<file path="src/nibx_pkg.sv">
// Package for the nibble I/O expander: field layouts, op codes, states and timing.
package nibx_pkg;
   localparam int NIBBLE_W = 4;
   localparam int NUM_PORTS = 4;
   localparam int PORT_SEL_W = 2;
   // Field positions inside the command nibble.
   localparam int PORT_SEL_LSB = 0;
   localparam int OP_LSB = 2;
   // Reset values.
   localparam logic [3:0] LATCH_RST = 4'h0;
   // Timing: strobe low time, with its cycle count at 40 MHz.
   localparam int CLK_PERIOD_PS = 25000;
   localparam int STROBE_LOW_MIN_NS = 700;
   localparam int STROBE_LOW_MIN_CYC =
      (STROBE_LOW_MIN_NS * 1000 + CLK_PERIOD_PS - 1) / CLK_PERIOD_PS;

   typedef enum logic [1:0] {
      NIBX_OP_READ = 2'h0,
      NIBX_OP_DIRECT_WRITE = 2'h1,
      NIBX_OP_OR_MERGE_WRITE = 2'h2,
      NIBX_OP_AND_MERGE_WRITE = 2'h3
   } nibx_op_t;

   // Sequence: power-on -> busy -> idle -> busy; only the idle/busy steps are Gray.
   typedef enum logic [1:0] {
      NIBX_ST_POWER_ON = 2'h0,
      NIBX_ST_IDLE = 2'h1,
      NIBX_ST_BUSY = 2'h3
   } nibx_state_t;

   typedef struct packed {
      nibx_op_t op;
      logic [PORT_SEL_W-1:0] port_sel;
   } nibx_cmd_t;

   typedef struct packed {
      logic [NIBBLE_W-1:0] dout;
      logic [NIBBLE_W-1:0] oe;
   } nibx_pin_drive_t;
endpackage

</file>
<file path="src/nibx_expander.sv">
// Four-port nibble I/O expander driven by a host transfer strobe and chip select.
// Notes on behaviour
// - Falling strobe edge captures operation code and port address from the nibble bus.
// - Low two bus bits choose port a, b, c or d.
// - Upper two bus bits choose read, direct write, OR-merge or AND-merge.
// - Direct write replaces the port's stored value.
// - OR-merge stores and drives new nibble OR previous value.
// - AND-merge stores and drives new nibble AND previous value.
// - Rising strobe edge of a write takes bus nibble as data operand.
// - Written result is latched until next write to that port, and driven until a read of that port.
// - Decoded read releases selected port drivers and samples its pins.
// - During a read, selected port pins drive the nibble bus before rising edge.
// - Rising edge ends read; port stays released, nibble bus returns to input.
// - Chip select high: strobe ignored, no output or state change.
// - After reset all ports released and nibble bus input, whatever strobe level.
// - First falling strobe edge leaves the power-on state.
`timescale 1ns/100ps
`default_nettype none
module nibx_expander
   import nibx_pkg::*;
#(
   parameter int PORTS = nibx_pkg::NUM_PORTS
) (
   input wire logic ref_clk,
   input wire logic reset_n,
   input wire logic transfer_strobe,
   input wire logic chip_select_n,
   input wire logic [nibx_pkg::NIBBLE_W-1:0] nibble_bus_in,
   output nibx_pkg::nibx_pin_drive_t nibble_bus_drv,
   input wire logic [nibx_pkg::NIBBLE_W-1:0] expansion_port_a_in,
   input wire logic [nibx_pkg::NIBBLE_W-1:0] expansion_port_b_in,
   input wire logic [nibx_pkg::NIBBLE_W-1:0] expansion_port_c_in,
   input wire logic [nibx_pkg::NIBBLE_W-1:0] expansion_port_d_in,
   output nibx_pkg::nibx_pin_drive_t expansion_port_a_drv,
   output nibx_pkg::nibx_pin_drive_t expansion_port_b_drv,
   output nibx_pkg::nibx_pin_drive_t expansion_port_c_drv,
   output nibx_pkg::nibx_pin_drive_t expansion_port_d_drv,
   output logic power_on_mode
);
   import nibx_pkg::*;

   // ****************************************************************
   // Input synchronisation
   // ****************************************************************
   localparam int SYNC_W = 2 + NIBBLE_W * (1 + PORTS);
   logic [SYNC_W-1:0] sync_out;
   logic strobe_s;
   logic cs_n_s;
   logic [NIBBLE_W-1:0] bus_s;
   logic [NIBBLE_W-1:0] pin_s [NUM_PORTS];

   nibx_sync #(
      .WIDTH(SYNC_W)
   ) u_sync (
      .ref_clk(ref_clk),
      .reset_n(reset_n),
      .async_in({transfer_strobe, chip_select_n, nibble_bus_in, expansion_port_d_in,
                 expansion_port_c_in, expansion_port_b_in, expansion_port_a_in}),
      .sync_out(sync_out)
   );

   assign strobe_s = sync_out[SYNC_W-1];
   assign cs_n_s = sync_out[SYNC_W-2];
   assign bus_s = sync_out[SYNC_W-3 -: NIBBLE_W];

   genvar gi;
   generate
      for (gi = 0; gi < NUM_PORTS; gi++) begin : g_pin
         assign pin_s[gi] = sync_out[gi*NIBBLE_W +: NIBBLE_W];
      end
   endgenerate

   // ****************************************************************
   // Strobe edge detection
   // ****************************************************************
   logic strobe_d_r;
   logic fall;
   logic rise;
   logic [2:0] fill_r;
   logic edges_ok;

   // Edges count only once the synchroniser and the delay flop hold real pin
   // levels; a strobe held low through reset is then not taken for a falling edge.
   always_ff @(posedge ref_clk) begin
      if (!reset_n) begin
         fill_r <= 3'h0;
      end else begin
         fill_r <= {fill_r[1:0], 1'b1};
      end
   end

   assign edges_ok = fill_r[2];

   always_ff @(posedge ref_clk) begin
      if (!reset_n) begin
         strobe_d_r <= 1'b1;
      end else begin
         strobe_d_r <= strobe_s;
      end
   end

   // Chip select gates both edges so a deselected device sees no activity.
   assign fall = edges_ok && strobe_d_r && !strobe_s && !cs_n_s;
   assign rise = edges_ok && !strobe_d_r && strobe_s && !cs_n_s;

   // ****************************************************************
   // Transfer sequencing
   // ****************************************************************
   nibx_state_t state_r;
   nibx_cmd_t cmd_r;
   logic reading;

   always_ff @(posedge ref_clk) begin
      if (!reset_n) begin
         state_r <= NIBX_ST_POWER_ON;
      end else begin
         unique case (state_r)
            NIBX_ST_POWER_ON: begin
               if (fall) begin
                  state_r <= NIBX_ST_BUSY;
               end
            end
            NIBX_ST_IDLE: begin
               if (fall) begin
                  state_r <= NIBX_ST_BUSY;
               end
            end
            NIBX_ST_BUSY: begin
               if (rise) begin
                  state_r <= NIBX_ST_IDLE;
               end
            end
            default: begin
               state_r <= NIBX_ST_POWER_ON;
            end
         endcase
      end
   end

   always_ff @(posedge ref_clk) begin
      if (!reset_n) begin
         cmd_r <= '0;
      end else if (fall) begin
         cmd_r.op <= nibx_op_t'(bus_s[OP_LSB +: 2]);
         cmd_r.port_sel <= bus_s[PORT_SEL_LSB +: PORT_SEL_W];
      end
   end

   assign reading = (state_r == NIBX_ST_BUSY) && (cmd_r.op == NIBX_OP_READ);
   assign power_on_mode = (state_r == NIBX_ST_POWER_ON);

   // ****************************************************************
   // Port latches and drivers
   // ****************************************************************
   logic [NIBBLE_W-1:0] latch_r [NUM_PORTS];
   logic [NUM_PORTS-1:0] drive_en_r;
   nibx_pin_drive_t port_drv [NUM_PORTS];

   generate
      for (gi = 0; gi < NUM_PORTS; gi++) begin : g_port
         logic sel;
         logic wr_now;
         assign sel = (cmd_r.port_sel == PORT_SEL_W'(gi));
         assign wr_now = rise && (state_r == NIBX_ST_BUSY) && sel &&
                         (cmd_r.op != NIBX_OP_READ);

         always_ff @(posedge ref_clk) begin
            if (!reset_n) begin
               latch_r[gi] <= LATCH_RST;
            end else if (wr_now) begin
               unique case (cmd_r.op)
                  NIBX_OP_DIRECT_WRITE: latch_r[gi] <= bus_s;
                  NIBX_OP_OR_MERGE_WRITE: latch_r[gi] <= latch_r[gi] | bus_s;
                  NIBX_OP_AND_MERGE_WRITE: latch_r[gi] <= latch_r[gi] & bus_s;
                  NIBX_OP_READ: latch_r[gi] <= latch_r[gi];
               endcase
            end
         end

         // Drivers turn off as soon as a read to this port is decoded and stay off until the next write to it.
         always_ff @(posedge ref_clk) begin
            if (!reset_n) begin
               drive_en_r[gi] <= 1'b0;
            end else if (wr_now) begin
               drive_en_r[gi] <= 1'b1;
            end else if (fall && bus_s[OP_LSB +: 2] == NIBX_OP_READ &&
                         bus_s[PORT_SEL_LSB +: PORT_SEL_W] == PORT_SEL_W'(gi)) begin
               drive_en_r[gi] <= 1'b0;
            end
         end

         assign port_drv[gi].dout = latch_r[gi];
         assign port_drv[gi].oe = {NIBBLE_W{drive_en_r[gi]}};
      end
   endgenerate

   assign expansion_port_a_drv = port_drv[0];
   assign expansion_port_b_drv = port_drv[1];
   assign expansion_port_c_drv = port_drv[2];
   assign expansion_port_d_drv = port_drv[3];

   // ****************************************************************
   // Nibble bus read-back
   // ****************************************************************
   // Pin data lags the pins by the synchroniser depth; the host's long
   // strobe low time leaves ample margin before the rising edge.
   logic [NIBBLE_W-1:0] rd_data_r;
   logic rd_oe_r;

   always_ff @(posedge ref_clk) begin
      if (!reset_n) begin
         rd_data_r <= '0;
      end else if (reading) begin
         rd_data_r <= pin_s[cmd_r.port_sel];
      end
   end

   always_ff @(posedge ref_clk) begin
      if (!reset_n) begin
         rd_oe_r <= 1'b0;
      end else if (rise) begin
         rd_oe_r <= 1'b0;
      end else begin
         rd_oe_r <= reading;
      end
   end

   assign nibble_bus_drv.dout = rd_data_r;
   assign nibble_bus_drv.oe = {NIBBLE_W{rd_oe_r}};
endmodule
`default_nettype wire

</file>
<file path="src/nibx_sync.sv">
// Two-flop synchroniser for a vector of pin inputs.
`timescale 1ns/100ps
`default_nettype none
module nibx_sync #(
   parameter int WIDTH = 1
) (
   input wire logic ref_clk,
   input wire logic reset_n,
   input wire logic [WIDTH-1:0] async_in,
   output logic [WIDTH-1:0] sync_out
);
   logic [WIDTH-1:0] meta_r;

   always_ff @(posedge ref_clk) begin
      if (!reset_n) begin
         meta_r <= '0;
         sync_out <= '0;
      end else begin
         meta_r <= async_in;
         sync_out <= meta_r;
      end
   end
endmodule
`default_nettype wire

</file>
<file path="config.mk">
export PLATFORM = sky130hd
export DESIGN_NAME = nibx_expander
export DESIGN_NICKNAME = d
export VERILOG_FILES = /design/src/nibx_pkg.sv /design/src/nibx_expander.sv /design/src/nibx_sync.sv
export SDC_FILE = /design/constraint.sdc
export NUM_CORES = 1
export LEC_CHECK = 0
export ABC_AREA = 1
export CORE_UTILIZATION = 56
export CTS_CLUSTER_SIZE = 20
export DETAILED_ROUTE_END_ITERATION = 10
export DONT_BUFFER_PORTS = 1
export HOLD_SLACK_MARGIN = 0.06
export PLACE_DENSITY = 0.83
export SKIP_CTS_REPAIR_TIMING = 1
export SLEW_MARGIN = 10
export SYNTH_ARGS = -nofsm -noshare
export SYNTH_HDL_FRONTEND = slang
export SYNTH_SLANG_ARGS = --single-unit
</file>
<file path="constraint.sdc">
create_clock -name ref_clk -period 1.3 [get_ports ref_clk]
set_input_delay 0.065 -clock ref_clk [delete_from_list [all_inputs] [get_ports ref_clk]]
set_output_delay 0.065 -clock ref_clk [all_outputs]
set_load 0.1 [all_outputs]
</file>
==> results of run 1 <==
[metal layers]
metal	track usage, %	up-vias
met3	3.77	103
li1	-	1455
met2	38.9	293
met5	0	-
met4	19.1	0
met1	29.4	1513
[placed cells by master (no fill, tap or decap), types with 4 or more instances in the layout]
master	n
nand2_1	95
inv_1	65
buf_4	54
dfxtp_1	50
dlygate4sd3_1	40
nor2_1	24
edfxtp_1	16
nand4_1	14
nor2_4	13
inv_2	11
nand3_1	11
a21oi_1	10
buf_6	10
nand2_4	9
clkbuf_8	9
dfxtp_4	9
or2_4	7
buf_12	7
nand2_2	6
o21ai_0	6
a21oi_2	5
dfxtp_2	4
[cell families after synthesis]
| kind of cell | synth area share (%) |
|---|---|
| AND/OR/NAND/NOR | 28.0 |
| buffers and inverters | 13.8 |
| flip-flops | 51.8 |
| AO/OA/AOI/OAI | 6.29 |
[power by group through the flow]
stage / clock network [mW] / registers, mW / logic (mW)
finish: 1.92 / 2.65 / 0.586
detailed placement: 0 / 2.69 / 0.376
global route: 2.01 / 2.66 / 0.616
CTS: 1.87 / 2.64 / 0.379
global placement: 0 / 2.69 / 0.366
floorplan: 0 / 2.81 / 0.190
[layout make-up]
| type | count | area, um2 | area share [%] |
|---|---|---|---|
| clock buffer | 9 | 124 | 2.58 |
| clock inverter | 7 | 78.8 | 1.64 |
| inverter | 78 | 298 | 6.20 |
| multi-input combinational | 227 | 1350 | 28.0 |
| sequential | 79 | 1780 | 37.1 |
| tap | 72 | 90.1 | 1.88 |
| timing repair buffer | 112 | 1090 | 22.6 |
[per-stage QoR]
stage | power (mW) | TNS [ps] | hold slack (ps)
after floorplan | 3.00 | -2790 | 92.7
after global placement | 3.05 | -1010 | 97.9
after detailed placement | 3.07 | -3010 | 95.3
after CTS | 4.89 | -3790 | -274
after global routing | 5.28 | -7410 | 46.4
final | 5.15 | -4990 | 29.7
[worst paths after layout]
path	start	end	slack, ps	cells past startpoint
setup reg to reg	strobe_d_r	cmd_r[1]	-350	7
setup / recovery	strobe_d_r	cmd_r[1]	-350	7
hold reg to reg	u_sync.meta_r[1]	u_sync.sync_out[1]	420	2
hold / removal	reset_n	cmd_r[3]	30	3
[flip-flops by register name, indices dropped and copies added, names as in the netlist, 2 cells and up]
| signal | cells |
|---|---|
| state_r | 2 |
| cmd_r | 4 |
| u_sync.meta_r | 22 |
| rd_data_r | 4 |
| u_sync.sync_out | 22 |
| fill_r | 3 |
| latch_r | 16 |
[critical path, cell delays in order, from the launching register on]
cell and delay, ps:
dfxtp_1 440, nand2_2 110, nor3_2 230, buf_4 190, buf_4 130, buf_4 110, o21ai_0 120, a21oi_1 230
[cells in the mapped netlist]
library cell  number
buf_4             16
nand2_2            5
or2_2              7
o21ai_1            1
nand4_1           14
buf_2              2
o21ai_0            8
nand2_4            2
nand3_4            1
a211oi_1           5
a21oi_1           15
nand2_1          103
nor2_1            29
nor3_4             1
nor2_2             3
clkbuf_1           7
a21oi_2            1
nor2_4             7
inv_2              7
buf_1              4
a31oi_1            2
o221ai_1           2
inv_1             71
nand3_1           13
dfxtp_1           63
edfxtp_1          16
nor3_2             1
nor2_8             2
o211ai_1           2
nor3_1             3
==> run_results.csv, run 1 <==
group,metric,value,unit
worst_hold_path,hold_path.class,"in2reg",
clock_network,cts_tree,"done",
placed_design,dpl_worst_slack,-147,ps
final_layout,final_nets,531,
setup_path,worstSetupStartpointType,"register",
detailed_routing,viasPerCell,5.76,
placed_design,gp_congestion,0.872,
power_and_ir_drop,p_clk_share,37.2,%
detailed_routing,wl_per_cell,19.2,um
sta,tightestPinTransition,693,ps
final_layout,layout-drive-gt1-share,33.6,%
detailed_routing,top_layer_used,"met4",
detailed_routing,drc,0,
sta,slew_violations,0,
setup_path,required,1580,ps
global_route,grt_overflow_total,0,
clock_network,clockBufferDepth,2,
yosys,ys_seq_area_share,51.8,%
outcome,violations,"setup timing",
detailed_routing,vias,3364,
floorplan,dieArea,6310,um2
clock_network,cts.htree.levels,3,
sta,hold_viol,0,
clock_network,clkLatencyLatePin,370,ps
power_and_ir_drop,swShare,28.1,%
detailed_routing,wl,11200,um
final_layout,nFillCells,246,
setup_path,worst-path-max-fanout,5,
detailed_routing,first_pass_iters,8,
outcome,status,"finished, violations left",
yosys,yosys-top-cells-area,"dfxtp_1 (38%), edfxtp_1 (14%), nand2_1 (12%)",
global_route,grt_usage,24.4,%
placed_design,portBuffers,0,
sta,rsz0062_at_grt,"yes",
sta,setup_slack,-354,ps
global_route,grt_pass1_wl,11600,um
final_layout,insertedDiodeCount,0,
clock_network,cts-root-buf,"clkbuf_8",
yosys,synth_top_cell_by_area,"dfxtp_1",
global_route,grt_max_degree,67,
power_and_ir_drop,ir_drop,0.00108,V
detailed_routing,met3_length,1150,um
job,maxCapViolCount,0,
floorplan,row_count,27,
power_and_ir_drop,leakagePower,2.41,nW
detailed_routing,ant_nets,0,
final_layout,instances_no_fill,584,
final_layout,final_util,85.1,%
placed_design,place_inst,507,
sta,max_slew_margin,53.7,%
power_and_ir_drop,seqPwrFrac,51.4,%
yosys,synth_cell_types,30,
sta,fmax,605,MHz
clock_network,clkSinkCount,79,
detailed_routing,wl_met1,4110,um
sta,period_share,127,%
setup_path,crit_path_end_kind,"register",
placed_design,dpl_cell_area,3800,um2
global_route,antenna_found_initial,0,
sta,min_period,1650,ps
detailed_routing,wl_met2,5170,um
floorplan,coreArea,5640,um2
setup_path,worstPathArrival,1930,ps
floorplan,die_h,79.5,um
sta,finClkSkew,11.1,ps
final_layout,syn_to_final_growth,43.0,%
placed_design,dp_hpwl,4810,um
global_route,grt_pass1_vias,2510,
power_and_ir_drop,power_density,1070,nW/um2
yosys,synth_seq_cells,79,
floorplan,start_util,59.5,%
setup_path,critical_path_class,"reg2reg",
power_and_ir_drop,p_switching,1.45,mW
yosys,synth.cell_area,3360,um2
power_and_ir_drop,power.internal,3.71,mW
power_and_ir_drop,power_frac_comb,11.4,%
detailed_routing,first_iter_violations,560,
clock_network,path_clk_slew,90,ps
yosys,synth_nets,437,
final_layout,final_cell_area,4800,um2
sta,setup_viol,42,
yosys,yosysWarningCount,0,
yosys,syn_avg_cell_area,8.13,um2
floorplan,die_w,79.5,um
yosys,yosys.area.top_type_share,37.5,%
clock_network,cts_made_buffers,9,
floorplan,io_pins,65,
yosys,netlist_instances,413,
(Power assumes the default switching activity.)
==> inputs of run 2 (changes only) <==
--- a/config.mk
+++ b/config.mk
@@ -17,3 +17,4 @@
 export SYNTH_ARGS = -nofsm -noshare
 export SYNTH_HDL_FRONTEND = slang
 export SYNTH_SLANG_ARGS = --single-unit
+export TNS_END_PERCENT = 20
==> run 2 against run 1 <==
Compared with the run above: hold slack got worse by 2.6 ps; die area did not move; global-route usage grew 0.27 points; largest power group unchanged; via count fell by 6.8%; non-clock buffer count fell by 23; clock skew shrank 4.3 ps; final cell count is 3.9% lower; first-iteration DRC count is 44% lower; flip-flop and latch count stayed put; the run still ends with setup timing left; maximum frequency is 13% higher; clock-buffer cell count is 2 higher; sequential power about the same.
==> run_results.csv, run 2 (synthesized netlist as in run 1, its figures left out) <==
group,metric,value,unit
final_layout,reg_top3,"u_sync.meta_r x22, u_sync.sync_out x22, latch_r x16",
final_layout,final_nets,508,
sta,setup_viol,38,
setup_path,cp_num_buf_inv,1,
detailed_routing,first_iter_violations,316,
job,maxCapViolCount,0,
sta,fmax,685,MHz
power_and_ir_drop,p_total,4.97,mW
floorplan,dieArea,6310,um2
setup_path,critical_path_class,"reg2reg",
final_layout,final_util,79.3,%
global_route,grt_overflow_total,0,
setup_path,crit_path_end_kind,"register",
floorplan,io_pins,65,
final_layout,ff_latch_area,1780,um2
final_layout,layout_common_cells,"nand2_1 (98), inv_1 (69), buf_4 (52), dfxtp_1 (51), dlygate4sd3_1 (30)",
setup_path,crit_slowest_cell,"dfxtp_2",
detailed_routing,wl_per_cell,16.5,um
global_route,grt_usage,24.7,%
clock_network,cts_tree,"done",
setup_path,slowest_delay,340,ps
placed_design,dp_hpwl,4900,um
setup_path,critPathMostFrequentCell,"nand2_4",
clock_network,cts_made_buffers,9,
sta,finClkSkew,6.73,ps
detailed_routing,first_pass_iters,7,
final_layout,layout_commonest_cell,"nand2_1",
detailed_routing,ant_nets,0,
outcome,violations,"setup timing",
final_layout,nFillCells,290,
placed_design,gp_congestion,0.892,
detailed_routing,vias,3136,
sta,tightestPinTransition,456,ps
placed_design,place_inst,512,
power_and_ir_drop,power_density,1110,nW/um2
final_layout,syn_to_final_growth,33.1,%
clock_network,clockBufferDepth,2,
final_layout,final_cell_area,4470,um2
clock_network,path_clk_slew,80,ps
outcome,status,"finished, violations left",
floorplan,start_util,59.5,%
sta,rsz0062_at_grt,"yes",
sta,hold_viol,0,
sta,min_period,1460,ps
global_route,grt_pass1_wl,11700,um
setup_path,reg2regPathDepth,8,
final_layout,instances_no_fill,561,
sta,finalSetupTns,-2060,ps
clock_network,cts-root-buf,"clkbuf_8",
floorplan,coreArea,5640,um2
worst_hold_path,hold_depth,3,
sta,slew_violations,0,
power_and_ir_drop,leakagePower,2.28,nW
setup_path,path_delay_family,"simple AND/OR/NAND/NOR gates",
setup_path,worstSetupStartpointType,"register",
global_route,antenna_found_initial,0,
detailed_routing,drc,0,
sta,period_share,112,%
floorplan,die_h,79.5,um
placed_design,dpl_cell_area,3800,um2
setup_path,worst-path-max-fanout,8,
global_route,grt_max_degree,67,
placed_design,portBuffers,0,
sta,setup_slack,-161,ps
floorplan,die_w,79.5,um
detailed_routing,viasPerCell,5.59,
setup_path,worstPathArrival,1680,ps
clock_network,clkLatencyLatePin,370,ps
sta,max_slew_margin,69.6,%
clock_network,cts.htree.levels,3,
final_layout,multiInputGateArea,1280,um2
power_and_ir_drop,ir_drop,0.00104,V
setup_path,crit_cells,8,
clock_network,clkSinkCount,79,
floorplan,row_count,27,
setup_path,required,1510,ps
global_route,grt_pass1_vias,2658,
final_layout,layout-drive-gt1-share,29.7,%
worst_hold_path,hold_path.class,"in2reg",
setup_path,cp_cell_sequence,"inv_2, nor2_4, nand2_4, nor2_8, nand2_4, a21oi_2, nand2_1, nor2_1",
detailed_routing,wl,9260,um
final_layout,insertedDiodeCount,0,
## run 2: changes by cell type in the layout (fill, tap and decap cells not counted), moves of 3 or more
cell / before / now
inv_4: 3 / 0
nand2_1: 95 / 98
dlygate4sd3_1: 40 / 30
buf_6: 10 / 1
nor2_4: 13 / 10
inv_1: 65 / 69
## run 2: worst paths after layout
check	startpoint	to	slack [ps]
max	fill_r[2]	latch_r[0][3]	-160
min	reset_n	u_sync.sync_out[19]	30
min reg2reg	u_sync.meta_r[19]	u_sync.sync_out[19]	420
max reg2reg	fill_r[2]	latch_r[0][3]	-160
## run 2: per-stage QoR
stage | hold slack [ps] | setup slack [ps]
after detailed placement | 97.0 | -156
after global placement | 97.6 | -126
after global routing | 54.3 | -222
after floorplan | 92.7 | -330
final | 27.1 | -161
after CTS | -268 | -189
## run 2: worst register-to-register path, delay by kind of cell (launching register included)
| family | cells | cell delay [ps] |
|---|---|---|
| compound gates | 1 | 160 |
| flops | 1 | 340 |
| buf+inv | 1 | 40 |
| simple gates | 6 | 780 |
## run 2: where the power goes
part	internal, mW	switching, mW
registers	2.57	0.0659
logic	0.183	0.336
clock network	0.872	0.935
total	3.63	1.34
## run 2: area by class of cell
class | count | area share [%]
Sequential cell | 79 | 39.7
Clock buffer | 11 | 3.64
Multi-Input combinational cell | 227 | 28.7
Inverter | 78 | 6.55
Timing Repair Buffer | 89 | 18.5
Clock inverter | 5 | 0.811
Tap cell | 72 | 2.01
## run 2: metal layers
metal  share of wire [%]  up-vias  GRT usage (%)
li1                    -     1398              -
met1                  36     1430           27.7
met2                  49      255           39.7
met3                  10       53           6.63
met4                 4.8        0           19.1
met5                   0        -              0
==> inputs of run 3 (changes only) <==
--- a/config.mk
+++ b/config.mk
@@ -6,12 +6,12 @@
 export NUM_CORES = 1
 export LEC_CHECK = 0
 export ABC_AREA = 1
-export CORE_UTILIZATION = 56
+export BUFFER_PORTS_ARGS = -buffer_cell sky130_fd_sc_hd__buf_2
+export CORE_UTILIZATION = 49
 export CTS_CLUSTER_SIZE = 20
 export DETAILED_ROUTE_END_ITERATION = 10
-export DONT_BUFFER_PORTS = 1
 export HOLD_SLACK_MARGIN = 0.06
-export PLACE_DENSITY = 0.83
+export PLACE_DENSITY = 0.85
 export SKIP_CTS_REPAIR_TIMING = 1
 export SLEW_MARGIN = 10
 export SYNTH_ARGS = -nofsm -noshare
==> run 3 against run 2 <==
Compared with the run above: critical endpoint is now latch_r[0][0]; sequential power is essentially flat; hold slack gained 110 ps; non-clock buffer count grew 34; the run ends with DRC, setup timing left; routed wire length shrank 7.6%; core utilization shrank 9.5 points; clock-buffer cell count shrank 2.
==> run_results.csv, run 3 (synthesized netlist as in run 1, its figures left out) <==
group,metric,value,unit
clock_network,cts-root-buf,"clkbuf_8",
final_layout,syn_to_final_growth,34.9,%
setup_path,worstSetupStartpointType,"register",
setup_path,worstPathArrival,1690,ps
global_route,grt_overflow_total,0,
final_layout,instances_no_fill,600,
sta,max_slew_margin,67.4,%
floorplan,row_count,29,
detailed_routing,viasPerCell,5.06,
clock_network,clkLatencyLatePin,370,ps
sta,slew_violations,0,
clock_network,clkSinkCount,79,
detailed_routing,first_pass_iters,9,
worst_hold_path,worstHoldStart,"reset_n",
setup_path,critical_path_class,"reg2reg",
detailed_routing,first_iter_violations,300,
sta,fmax,682,MHz
sta,hold_viol,0,
clock_network,clockBufferDepth,2,
global_route,grt_pass1_vias,2684,
clock_network,cts_made_buffers,9,
sta,tightestPinTransition,492,ps
final_layout,layout-drive-gt1-share,34.6,%
final_layout,layout_commonest_cell,"nand2_1",
global_route,grt_usage,21.9,%
floorplan,die_h,84.8,um
floorplan,die_w,84.8,um
sta,period_share,113,%
global_route,antenna_found_initial,0,
power_and_ir_drop,leakagePower,2.42,nW
detailed_routing,ant_nets,0,
sta,min_period,1470,ps
detailed_routing,drc,7,
final_layout,insertedDiodeCount,0,
floorplan,coreArea,6490,um2
job,maxCapViolCount,0,
power_and_ir_drop,ir_drop,0.00124,V
final_layout,reg_top3,"u_sync.meta_r x22, u_sync.sync_out x22, latch_r x16",
detailed_routing,wl_per_cell,14.3,um
placed_design,dp_hpwl,5170,um
sta,finClkSkew,9.32,ps
final_layout,nFillCells,408,
sta,rsz0062_at_grt,"yes",
placed_design,place_inst,558,
final_layout,final_nets,542,
power_and_ir_drop,p_total,5.13,mW
setup_path,cp-startpoint,"cmd_r[3]",
power_and_ir_drop,power_density,1130,nW/um2
worst_hold_path,hold_path.class,"in2reg",
setup_path,worst-path-max-fanout,7,
clock_network,cts.htree.levels,3,
sta,setup_slack,-166,ps
clock_network,cts_tree,"done",
detailed_routing,wl,8560,um
detailed_routing,vias,3038,
global_route,grt_pass1_wl,12100,um
floorplan,dieArea,7190,um2
outcome,status,"finished, violations left",
setup_path,reg2reg_from,"cmd_r[3]",
final_layout,layout_common_cells,"nand2_1 (98), inv_1 (69), dfxtp_1 (55), buf_2 (43), buf_4 (33)",
floorplan,io_pins,65,
global_route,grt_max_degree,45,
clock_network,path_clk_slew,90,ps
placed_design,gp_congestion,0.889,
placed_design,portBuffers,64,
outcome,violations,"DRC, setup timing",
setup_path,required,1520,ps
sta,finalSetupTns,-2280,ps
floorplan,start_util,51.7,%
setup_path,crit_path_end_kind,"register",
sta,setup_viol,28,
run 3: cell types whose count changed in the layout (fill, tap and decap cells not counted), sizes merged, moves of 3 or more:
cell and delta:
buf +22, clkinv -3, clkbuf +18, inv +3
dlygate4sd3 -8
run 3: final cells by class:
cell class	count	area, um2	share of cell area (%)
flip-flops and latches	79	1750	38.7
multi-input cells	227	1280	28.3
repair buffers	123	898	19.8
inverters	78	293	6.46
clock buffers	9	124	2.73
well taps	77	96.3	2.13
clock inverters	7	83.8	1.85
run 3: worst paths after layout:
path,cells past startpoint,to,slack [ps]
setup / recovery,6,latch_r[0][0],-170
hold reg to reg,2,u_sync.sync_out[17],410
setup reg to reg,6,latch_r[0][0],-170
hold / removal,4,cmd_r[3],140
run 3: stage by stage:
step / setup WS, ps / area [um2] / hold WS [ps] / util, %
global placement: -98.2 / 3890 / 246 / 59.9
finish: -166 / 4530 / 137 / 69.8
global route: -222 / 4530 / 139 / 69.8
floorplan: -330 / 3380 / 92.7 / -
detailed placement: -201 / 3890 / 250 / 59.9
CTS: -261 / 4100 / -129 / 63.1
run 3: where the power goes:
part | leakage (nW) | switching (mW) | internal [mW] | total, mW
Clock | 0.103 | 1.01 | 0.927 | 1.94
Combinational | 1.63 | 0.341 | 0.193 | 0.534
Sequential | 0.688 | 0.0635 | 2.59 | 2.65
run 3: layer usage:
metal  track usage, %  wire (um)  vias up
li1                 -          -     1471
met1             27.8       3380     1357
met2             34.8       4150      172
met3             5.21        662       38
met4             11.2        366        0
met5                0          0        -
run 3: worst max-delay path, cell delays in order, from the launching register on:
cell	delay, ps
dfxtp_2	350
buf_4	110
nand2_1	90
buf_4	170
inv_1	230
nand4_1	200
a21oi_2	180
